`config.mk`:
```
export PLATFORM = sky130hd
export DESIGN_NAME = lutr_top
export DESIGN_NICKNAME = d
export VERILOG_FILES = /design/src/rtl/lutr_pkg.sv /design/src/rtl/lutr_top.sv /design/src/rtl/lutr_fgen.sv
export VERILOG_INCLUDE_DIRS = /design/src /design/src/rtl
export SDC_FILE = /design/constraint.sdc
export NUM_CORES = 1
export LEC_CHECK = 0
export BUFFER_PORTS_ARGS = -buffer_cell sky130_fd_sc_hd__buf_4
export CORE_ASPECT_RATIO = 1.1
export CORE_UTILIZATION = 50
export CTS_BUF_LIST = sky130_fd_sc_hd__clkbuf_8
export DETAILED_ROUTE_END_ITERATION = 8
export PLACE_DENSITY = 0.79
export SYNTH_ARGS = -nofsm -noshare
export SYNTH_HDL_FRONTEND = slang
export SYNTH_SLANG_ARGS = --single-unit
export TNS_END_PERCENT = 100
```
`constraint.sdc`:
```
create_clock -name clk_i -period 2.25 [get_ports clk_i]
set_clock_uncertainty 0.2 [all_clocks]
set_input_delay 0.1125 -clock clk_i [delete_from_list [all_inputs] [get_ports clk_i]]
set_output_delay 0.1125 -clock clk_i [all_outputs]
set_load 0.1 [all_outputs]
```
`src/rtl/lutr_cfg.svh`:
```
// Functional notes
// RL1: dual-port mode joins both generators into one 16x1 array, two read ports.
// RL2: a write and a second-port read at different addresses share one cycle.
// RL3: a write and a read at the same address also share one cycle.
// RL4: dual-port writes are always edge-triggered; level mode is ignored there.
// RL5: shared address is read and write address of the first generator.
// RL6: primary read output shows the bit at the shared address.
// RL7: second generator writes at the shared address, keeping both copies equal.
// RL8: secondary read address selects the bit shown on the secondary output.
// RL9: user logic keeps the post-edge write-clock phase under 1 ms, never stopped.
// RL10: level mode writes data while the write strobe is high, no edge needed.
// RL11: level mode is a latch: data changes during strobe are written.
// RL12: address change during level strobe may write undefined data anywhere.
// RL13: user raises strobe after address settles, drops it before address moves.
// RL14: user keeps write data stable around the strobe falling edge.
// RL15: new designs should use edge mode; level mode is for compatibility.
// RL16: without explicit initial contents every location holds zero.
// RL17: initial contents load only at configuration, never later.
// RL18: global reset leaves the array contents untouched.
// RL19: active write-clock edge captures address, data, strobe; writes if strobe high.
// RL20: write edge selectable rising (default) or falling, for both generators.
// RL21: in 32x1 mode second data pin is address bit 4, first carries data.
// RL22: reads are combinational and alike in every mode. Here the read outputs come from a flop, one cycle behind the array.
// RL23: same-location read shows old value until the write edge, new after.
// RL24: in 16x2 mode each generator stores its own data pin's bit.
`ifndef LUTR_CFG_SVH
`define LUTR_CFG_SVH

`define LUTR_ADR_CTRL    4'h0
`define LUTR_ADR_STAT    4'h4
`define LUTR_ADR_MEM     4'h8
`define LUTR_MODE_SP16X2 2'h0
`define LUTR_MODE_SP32X1 2'h1
`define LUTR_MODE_DP16X1 2'h2
`define LUTR_TOP_RST     '0
`define LUTR_FGEN_INIT   16'h0000
`define LUTR_FG_F        0
`define LUTR_FG_G        1
`define LUTR_FG_CNT      2
`define LUTR_CTRL_BITS   3:0
`define LUTR_W1C_GLITCH  2
`define LUTR_WB_ZERO     32'h0000_0000

`endif

```
`src/rtl/lutr_pkg.sv`:
```
package lutr_pkg;

    typedef logic [1:0] lutr_mode_t;

    typedef struct packed {
        logic       lvl;
        logic       fall;
        lutr_mode_t mode;
    } lutr_ctrl_s;

    typedef struct packed {
        logic       we;
        logic [3:0] addr;
        logic       first_data_pin;
        logic       second_data_pin;
    } lutr_wport_s;

    typedef struct packed {
        logic glitch;
        logic sec;
        logic prim;
    } lutr_stat_s;

    typedef struct packed {
        lutr_ctrl_s  ctrl;
        logic        wclk_prev;
        logic        we_prev;
        logic [3:0]  addr_prev;
        logic        ack;
        logic [31:0] rdat;
        lutr_stat_s  stat;
    } lutr_top_s;

    typedef struct packed {
        logic [15:0] bits;
    } lutr_fgen_s;

endpackage

```
`src/rtl/lutr_top.sv`:
```
`timescale 1ns/1ps
`include "lutr_cfg.svh"

module lutr_top
    import lutr_pkg::*;
(
    input  wire logic        clk_i,
    input  wire logic        rst_i,
    input  wire logic        ce_i,
    input  wire logic        wb_cyc_i,
    input  wire logic        wb_stb_i,
    input  wire logic        wb_we_i,
    input  wire logic [3:0]  wb_adr_i,
    input  wire logic [3:0]  wb_sel_i,
    input  wire logic [31:0] wb_dat_i,
    output logic      [31:0] wb_dat_o,
    output logic             wb_ack_o,
    input  wire logic        wclk_i,
    input  wire lutr_wport_s wport_i,
    input  wire logic [3:0]  secondary_read_addr_i,
    output logic             primary_read_out_o,
    output logic             secondary_read_out_o
);

    // ************************************************
    // state and decode
    // ************************************************

    lutr_top_s   s_q;
    lutr_top_s   s_d;

    logic        mode_dp;
    logic        mode_32;
    logic        lvl_eff;
    logic        edge_ev;
    logic        wr_go;
    logic        bus_req;
    logic        bus_wr;
    logic        glitch_set;
    logic        glitch_clr;
    logic        prim_d;
    logic        sec_d;
    logic [4:0]  a5;
    logic [31:0] mem32;

    logic [`LUTR_FG_CNT-1:0]        fg_we;
    logic [`LUTR_FG_CNT-1:0]        fg_wd;
    logic [`LUTR_FG_CNT-1:0]        fg_rd;
    logic [`LUTR_FG_CNT-1:0][3:0]   fg_ra;
    logic [`LUTR_FG_CNT-1:0][15:0]  fg_bits;

    assign mode_dp = (s_q.ctrl.mode == `LUTR_MODE_DP16X1);
    assign mode_32 = (s_q.ctrl.mode == `LUTR_MODE_SP32X1);

    // dual-port ignores the level bit
    assign lvl_eff = s_q.ctrl.lvl && !mode_dp; // see RL4

    // write clock is sampled, its edge found against last cycle
    assign edge_ev = s_q.ctrl.fall ? (s_q.wclk_prev && !wclk_i)
                                   : (!s_q.wclk_prev && wclk_i); // see RL20

    // reset blocks writes so contents survive it
    assign wr_go = wport_i.we && !rst_i
                && (lvl_eff || edge_ev); // see RL19 see RL10 see RL18

    assign a5    = {wport_i.second_data_pin, wport_i.addr};
    assign mem32 = {fg_bits[`LUTR_FG_G], fg_bits[`LUTR_FG_F]};

    // ************************************************
    // routing to the two function generators
    // ************************************************

    always_comb begin
        fg_ra[`LUTR_FG_F] = wport_i.addr; // see RL5
        fg_ra[`LUTR_FG_G] = mode_dp ? secondary_read_addr_i
                                    : wport_i.addr; // see RL8
        if (mode_32) begin
            // fifth address bit steers the write to one half
            fg_we[`LUTR_FG_F] = wr_go && !wport_i.second_data_pin; // see RL21
            fg_we[`LUTR_FG_G] = wr_go && wport_i.second_data_pin;
            fg_wd[`LUTR_FG_F] = wport_i.first_data_pin;
            fg_wd[`LUTR_FG_G] = wport_i.first_data_pin;
        end else if (mode_dp) begin
            // both copies take every write at the shared address
            fg_we[`LUTR_FG_F] = wr_go; // see RL1 see RL7
            fg_we[`LUTR_FG_G] = wr_go;
            fg_wd[`LUTR_FG_F] = wport_i.first_data_pin;
            fg_wd[`LUTR_FG_G] = wport_i.first_data_pin;
        end else begin
            fg_we[`LUTR_FG_F] = wr_go; // see RL24
            fg_we[`LUTR_FG_G] = wr_go;
            fg_wd[`LUTR_FG_F] = wport_i.first_data_pin;
            fg_wd[`LUTR_FG_G] = wport_i.second_data_pin;
        end
    end

    genvar g;
    generate
        for (g = 0; g < `LUTR_FG_CNT; g = g + 1) begin : gen_fg
            lutr_fgen #(
                .INIT      (`LUTR_FGEN_INIT)
            ) u_fg (
                .clk_i     (clk_i),
                .ce_i      (ce_i),
                .we_i      (fg_we[g]),
                .wr_addr_i (wport_i.addr),
                .wr_data_i (fg_wd[g]),
                .rd_addr_i (fg_ra[g]),
                .rd_o      (fg_rd[g]),
                .bits_o    (fg_bits[g])
            );
        end
    endgenerate

    // ************************************************
    // read outputs
    // ************************************************

    // output flop samples the array before the write lands, so old data
    // shows first and new data one cycle later
    always_comb begin
        if (mode_32) begin
            prim_d = wport_i.second_data_pin ? fg_rd[`LUTR_FG_G]
                                             : fg_rd[`LUTR_FG_F]; // see RL23
            sec_d  = 1'b0;
        end else begin
            prim_d = fg_rd[`LUTR_FG_F]; // see RL6
            sec_d  = fg_rd[`LUTR_FG_G]; // see RL2 see RL3
        end
    end

    // ************************************************
    // bus and state update
    // ************************************************

    assign bus_req = wb_cyc_i && wb_stb_i && !s_q.ack;
    assign bus_wr  = bus_req && wb_we_i && wb_sel_i[0];

    // moving the address under a held level strobe is flagged
    assign glitch_set = lvl_eff && wport_i.we && s_q.we_prev
                     && (wport_i.addr != s_q.addr_prev); // see RL12 see RL11
    assign glitch_clr = bus_wr && (wb_adr_i == `LUTR_ADR_STAT)
                     && wb_dat_i[`LUTR_W1C_GLITCH];

    always_comb begin
        s_d             = s_q;
        s_d.wclk_prev   = wclk_i;
        s_d.we_prev     = wport_i.we;
        s_d.addr_prev   = wport_i.addr;
        s_d.stat.prim   = prim_d;
        s_d.stat.sec    = sec_d;
        // set wins over a clear in the same cycle
        s_d.stat.glitch = glitch_set || (s_q.stat.glitch && !glitch_clr);
        s_d.ack         = bus_req;
        if (bus_wr && (wb_adr_i == `LUTR_ADR_CTRL)) begin
            s_d.ctrl = lutr_ctrl_s'(wb_dat_i[`LUTR_CTRL_BITS]);
        end
        if (bus_req) begin
            unique case (wb_adr_i)
                `LUTR_ADR_CTRL: s_d.rdat = 32'(s_q.ctrl);
                `LUTR_ADR_STAT: s_d.rdat = 32'(s_q.stat);
                `LUTR_ADR_MEM:  s_d.rdat = mem32;
                default:        s_d.rdat = `LUTR_WB_ZERO;
            endcase
        end
    end

    // ce low freezes everything but reset, the bus included
    always_ff @(posedge clk_i) begin
        if (rst_i) begin
            s_q <= `LUTR_TOP_RST;
        end else if (ce_i) begin
            s_q <= s_d;
        end
    end

    assign wb_dat_o             = s_q.rdat;
    assign wb_ack_o             = s_q.ack;
    assign primary_read_out_o   = s_q.stat.prim;
    assign secondary_read_out_o = s_q.stat.sec;

    // ************************************************
    // checks
    // ************************************************

    a_dp_shared_write: assert property (@(posedge clk_i) disable iff (rst_i) // see RL7
        ce_i && mode_dp && wr_go
        |=> fg_bits[`LUTR_FG_F][$past(wport_i.addr)] == $past(wport_i.first_data_pin)
         && fg_bits[`LUTR_FG_G][$past(wport_i.addr)] == $past(wport_i.first_data_pin))
        else $error("dual-port write missed a copy");

    a_dp_second_read: assert property (@(posedge clk_i) disable iff (rst_i) // see RL8
        ce_i && mode_dp
        |=> secondary_read_out_o
            == $past(fg_bits[`LUTR_FG_G][secondary_read_addr_i]))
        else $error("secondary read shows wrong bit");

    a_primary_read: assert property (@(posedge clk_i) disable iff (rst_i) // see RL6
        ce_i && !mode_32
        |=> primary_read_out_o == $past(fg_bits[`LUTR_FG_F][wport_i.addr]))
        else $error("primary read shows wrong bit");

    a_read_old_new: assert property (@(posedge clk_i) disable iff (rst_i) // see RL23
        ce_i && mode_dp && wr_go && (secondary_read_addr_i == wport_i.addr)
        ##1 ce_i && (secondary_read_addr_i == $past(wport_i.addr))
        |=> secondary_read_out_o == $past(wport_i.first_data_pin, 2))
        else $error("new data not seen after write");

    a_level_write: assert property (@(posedge clk_i) disable iff (rst_i) // see RL10
        ce_i && lvl_eff && !mode_32 && wport_i.we
        |=> fg_bits[`LUTR_FG_F][$past(wport_i.addr)] == $past(wport_i.first_data_pin)
         && fg_bits[`LUTR_FG_G][$past(wport_i.addr)] == $past(wport_i.second_data_pin))
        else $error("level write not stored");

    a_dp_edge_only: assert property (@(posedge clk_i) disable iff (rst_i) // see RL4
        ce_i && mode_dp && !edge_ev
        |=> $stable(mem32))
        else $error("dual-port wrote without an edge");

    a_strobe_low: assert property (@(posedge clk_i) disable iff (rst_i) // see RL19
        ce_i && !wport_i.we
        |=> $stable(mem32))
        else $error("write with strobe low");

    a_reset_keeps: assert property (@(posedge clk_i) // see RL18
        rst_i
        |=> $stable(mem32))
        else $error("reset changed contents");

    a_wide_write: assert property (@(posedge clk_i) disable iff (rst_i) // see RL21
        ce_i && mode_32 && wr_go
        |=> mem32[$past(a5)] == $past(wport_i.first_data_pin))
        else $error("32x1 write went astray");

    a_fall_edge: assert property (@(posedge clk_i) disable iff (rst_i) // see RL20
        ce_i && s_q.ctrl.fall && !lvl_eff && wport_i.we
        && !s_q.wclk_prev && wclk_i
        |=> $stable(mem32))
        else $error("falling mode wrote on rise");

    a_glitch_flag: assert property (@(posedge clk_i) disable iff (rst_i) // see RL12
        ce_i && glitch_set
        |=> s_q.stat.glitch [*2] or (s_q.stat.glitch ##1 !ce_i))
        else $error("address glitch not flagged");

    a_bus_ack: assert property (@(posedge clk_i) disable iff (rst_i)
        ce_i && bus_req
        |=> wb_ack_o ##1 (!wb_ack_o || !ce_i))
        else $error("ack timing wrong");

    // ************************************************
    // reset, enable, bus and mode checks
    // ************************************************

    // reset acts even while the enable is low
    a_reset_clears: assert property (@(posedge clk_i)
        rst_i
        |=> !wb_ack_o && wb_dat_o == `LUTR_WB_ZERO
         && !primary_read_out_o && !secondary_read_out_o)
        else $error("reset left an output set");

    // a frozen cycle must drop any write and leave the array and state as they were
    a_ce_freeze: assert property (@(posedge clk_i) disable iff (rst_i)
        !ce_i
        |=> $stable(mem32) && $stable(s_q))
        else $error("state moved with enable low");

    a_ack_idle: assert property (@(posedge clk_i) disable iff (rst_i)
        ce_i && !(wb_cyc_i && wb_stb_i)
        |=> !wb_ack_o)
        else $error("ack without a request");

    a_ctrl_write: assert property (@(posedge clk_i) disable iff (rst_i)
        ce_i && bus_wr && (wb_adr_i == `LUTR_ADR_CTRL)
        |=> s_q.ctrl == $past(wb_dat_i[`LUTR_CTRL_BITS]))
        else $error("control write not taken");

    a_glitch_clear: assert property (@(posedge clk_i) disable iff (rst_i) // see RL12
        ce_i && glitch_clr && !glitch_set
        |=> !s_q.stat.glitch)
        else $error("glitch flag not cleared");

    // fifth address bit picks the half that is read
    a_wide_read: assert property (@(posedge clk_i) disable iff (rst_i) // see RL21
        ce_i && mode_32
        |=> primary_read_out_o == $past(mem32[a5]))
        else $error("32x1 read shows wrong bit");

    a_wide_sec_low: assert property (@(posedge clk_i) disable iff (rst_i) // see RL21
        ce_i && mode_32
        |=> !secondary_read_out_o)
        else $error("secondary out active in 32x1");

    a_latch_follow: assert property (@(posedge clk_i) disable iff (rst_i) // see RL11
        ce_i && lvl_eff && !mode_32 && wport_i.we && s_q.we_prev
        && $changed(wport_i.first_data_pin)
        |=> fg_bits[`LUTR_FG_F][$past(wport_i.addr)] == $past(wport_i.first_data_pin))
        else $error("data change under strobe lost");

    a_dp_no_level: assert property (@(posedge clk_i) disable iff (rst_i) // see RL4
        ce_i && mode_dp && s_q.ctrl.lvl && !edge_ev
        |=> $stable(mem32))
        else $error("dual-port took a level write");

endmodule

```
`src/rtl/lutr_fgen.sv`:
```
`timescale 1ns/1ps
`include "lutr_cfg.svh"

module lutr_fgen
    import lutr_pkg::*;
#(
    parameter logic [15:0] INIT = `LUTR_FGEN_INIT
) (
    input  wire logic        clk_i,
    input  wire logic        ce_i,
    input  wire logic        we_i,
    input  wire logic [3:0]  wr_addr_i,
    input  wire logic        wr_data_i,
    input  wire logic [3:0]  rd_addr_i,
    output logic             rd_o,
    output logic [15:0]      bits_o
);

    // contents load only at configuration; no reset reaches them
    lutr_fgen_s s_q = '{bits: INIT}; // see RL16
    lutr_fgen_s s_d;

    always_comb begin
        s_d = s_q;
        if (ce_i && we_i) begin
            s_d.bits[wr_addr_i] = wr_data_i;
        end
    end

    always_ff @(posedge clk_i) begin
        s_q <= s_d; // see RL17
    end

    // asynchronous read of the look-up table
    assign rd_o   = s_q.bits[rd_addr_i]; // see RL22
    assign bits_o = s_q.bits;

endmodule

```
==> run_results.csv <==
group,metric,value,unit
status,outcome,"finished, violations left",
status,violations,"design-rule violations, negative setup slack",
logic_synthesis,ys.flop_type,"dfxtp_1",
global_route,grt_use_total,0.2287,
drt,drtIter0Drc,226,
pwr,powerDensity,628.0,nW/um^2
logic_synthesis,synthDistinctLibCells,47,
cts,clock-sinks,78,
setup_path,crit_path_cell_trace,"nand2b_2, a221oi_1, nor4_1, buf_4, nand3_1, nor2_1",
logic_synthesis,syn_area,3747,sq um
drt,drtPass1Iterations,6,
drt,drc_errors,6,
global_route,grt.overflow.total,0,
cts,htree_levels,3,
finish,drive_above_1_share,0.2648,
timing,period_needed,2.251,ns
drt,met1_length,3.454,mm
drt,avgViaCountPerCell,5.644,
logic_synthesis,ys_warn_count,0,
logic_synthesis,yosysTopAreaCellShare,0.2564,
logic_synthesis,syn_area_per_cell,9.784,sq um
floorplanning,io_pins,93,
timing,rsz0062_at_grt,"yes",
floorplanning,start_util,0.5258,
logic_synthesis,yosysTopAreaCell,"edfxtp_1",
finish,areaGrowthSynthToFinish,21.10,%
logic_synthesis,yosysSeqAreaShare,0.5022,
logic_synthesis,synth_nets,441,
timing,worst-slew-pin-transition,0.6437,ns
timing,fin_crit_sh,1.000,
logic_synthesis,synth-async-reset-ratio,0,
global_route,grt_pass1_wl,13.88,mm
drt,wl_met3,419,microns
cts,path_clk_slew,0.09,ns
timing,max_freq,444.3,MHz
drt,wl_per_cell,16.12,microns
cts,numCtsBuffers,9,
timing,maxSlewViolCount,0,
finish,finalNetCount,491,
cts,cts_tree,"built",
drt,routed-wl-met2,4.339,mm
setup_path,start_kind,"flip-flop",
pwr,total_power,2.850,mW
setup_path,crit_family,"simple AND/OR/NAND/NOR gates",
setup_path,cp-end-kind,"flip-flop",
global_route,grt_pass1_vias,2899,
floorplanning,dieWidth,84.55,microns
setup_path,worstSetupPathType,"flip-flop to flip-flop",
timing,setup_viol,1,
floorplanning,die-height,92.80,microns
placement,hpwlAfterDp,5.569,mm
logic_synthesis,ys_top_cells_by_count,"46 x dfxtp_1, 45 x nand2_1, 41 x nor2_1",
drt,highest_layer,"met4",
setup_path,worstPathMaxFanout,8,
setup_path,slowest_delay,0.65,ns
drt,wirelength,8.431,mm
job,drv_cap,0,
timing,worst_slack,-0.0005165,ns
setup_path,worst_ep_arrival_time,2.17,ns
logic_synthesis,synth_edf_count,32,
finish,final_util,0.6368,
floorplanning,placementRows,32,
timing,maxSlewHeadroom,0.5709,
floorplanning,die_area,7845,sq um
placement,port_buffers,61,
logic_synthesis,yosys.cell_count.top_type,"dfxtp_1",
pwr,power_leakage,1.658,nW
drt,antenna_left,0,
cts,clock_latency,0.36,ns
cts,cts_root_buf,"clkbuf_8",
cts,cts_buffer_depth,2,
finish,antennaDiodeCount,0,
setup_path,slowest_stage,"a221oi_1",
setup_path,worstPathRequired,2.17,ns
min_path,hold_path.class,"primary input to flip-flop",
pwr,ir_drop,0.3255,mV
logic_synthesis,ys_seq_elements,78,
logic_synthesis,synth_area_leaders,"edfxtp_1 26%, dfxtp_1 25%, buf_4 6.6%, nand2_1 4.5%, a21oi_1 4.4%",
placement,gp_congestion,0.8276,
drt,vias,2952,
setup_path,crit_buf_inv,1,
global_route,grt_max_degree,50,
logic_synthesis,synthCells,383,
floorplanning,fp.coreArea,7127,sq um
global_route,antenna_found_initial,0,
timing,finalHoldViolations,0,
[worst reg2reg max path, stage by stage, from the launching register on]
cell	delay, ns
dfxtp_1	0.31
nand2b_2	0.28
a221oi_1	0.65
nor4_1	0.11
buf_4	0.18
nand3_1	0.19
nor2_1	0.10
[registers in the layout (all words and copies together), names as in the netlist]
register,count
gen_fg.u_fg.bits_o,32
primary_read_out_o,1
s_q,11
secondary_read_out_o,1
wb_ack_o,1
wb_dat_o,32
[cell usage in the layout (no fill, tap or decap), types with 2 or more instances in the layout]
cell / count
buf_4: 72
dfxtp_1: 46
nand2_1: 45
nor2_1: 40
nand3_1: 33
a21oi_1: 33
edfxtp_1: 32
dlygate4sd3_1: 21
mux2i_1: 15
clkbuf_8: 10
nor3_1: 6
a211oi_1: 6
inv_1: 5
nand4_1: 4
a22oi_1: 4
xnor2_1: 4
mux4_2: 4
a221oi_1: 3
nand2b_1: 3
nor3_2: 3
mux2_2: 3
o21ai_0: 3
o22ai_1: 3
or3_1: 2
mux2_4: 2
and4bb_2: 2
a31oi_1: 2
inv_4: 2
[what timing repair did]
action                                 4_1_cts  5_1_grt
pin swaps                                    0        4
gates resized for setup                      1       11
endpoints found under the hold margin       35        0
hold buffers                                22        0
setup buffers                                0        2
setup endpoints to repair                    9       14
[final cells by class]
cell class                      count  area, sq um
Timing Repair Buffer               95        774.5
Clock buffer                       10        137.6
Sequential cell                    78         1882
Multi-Input combinational cell    244         1555
Tap cell                           85        106.4
Inverter                            5        22.52
Fill cell                         571         2589
Clock inverter                      6        60.06
[path summary, 6_finish.rpt]
check / startpoint / to / slack [ns] / depth (start not counted)
min reg2reg: wb_dat_o[15]$_SDFFE_PP0P_ / wb_dat_o[15]$_SDFFE_PP0P_ / 0.26 / 2
min: rst_i / wb_dat_o[1]$_SDFFE_PP0P_ / 0.005 / 2
max reg2reg: s_q[42]$_SDFFE_PP0P_ / gen_fg[1].u_fg.bits_o[9]$_DFFE_PP_ / -0.0005 / 6
max: s_q[42]$_SDFFE_PP0P_ / gen_fg[1].u_fg.bits_o[9]$_DFFE_PP_ / -0.0005 / 6
[metrics by stage]
step | hold WS (ns) | instance area, sq um | std cells | setup TNS [ns] | setup slack (ns)
after CTS | 0.01132 | 4474 | 521 | 0 | 0.04465
after global routing | 0.02385 | 4538 | 523 | -0.02278 | -0.01281
after floorplan | 0.01137 | 3747 | 383 | 0 | 0.1567
final | 0.005012 | 4538 | 523 | -0.0005165 | -0.0005165
after global placement | 0.1562 | 4054 | 483 | 0 | 0.01974
after detailed placement | 0.1589 | 4054 | 483 | -0.09306 | -0.04413
[where the power goes]
group,switching (mW),internal (mW)
sequential,0.00984,1.48
clock,0.517,0.540
combinational,0.182,0.120
[logic make-up after synthesis]
kind of cell / Yosys count / share of synthesized area
simple gates: 152 / 0.1913
mux: 24 / 0.08113
flops: 78 / 0.5022
buf+inv: 61 / 0.09750
xor+xnor: 4 / 0.009348
compound gates: 64 / 0.1185
[layer usage]
metal  global-route usage  vias to the layer above
li1                     -                     1437
met1               0.2729                     1411
met2               0.3991                       87
met3              0.04456                       17
met4               0.1031                        0
met5                    0                        -
(Power assumes the default switching activity.)
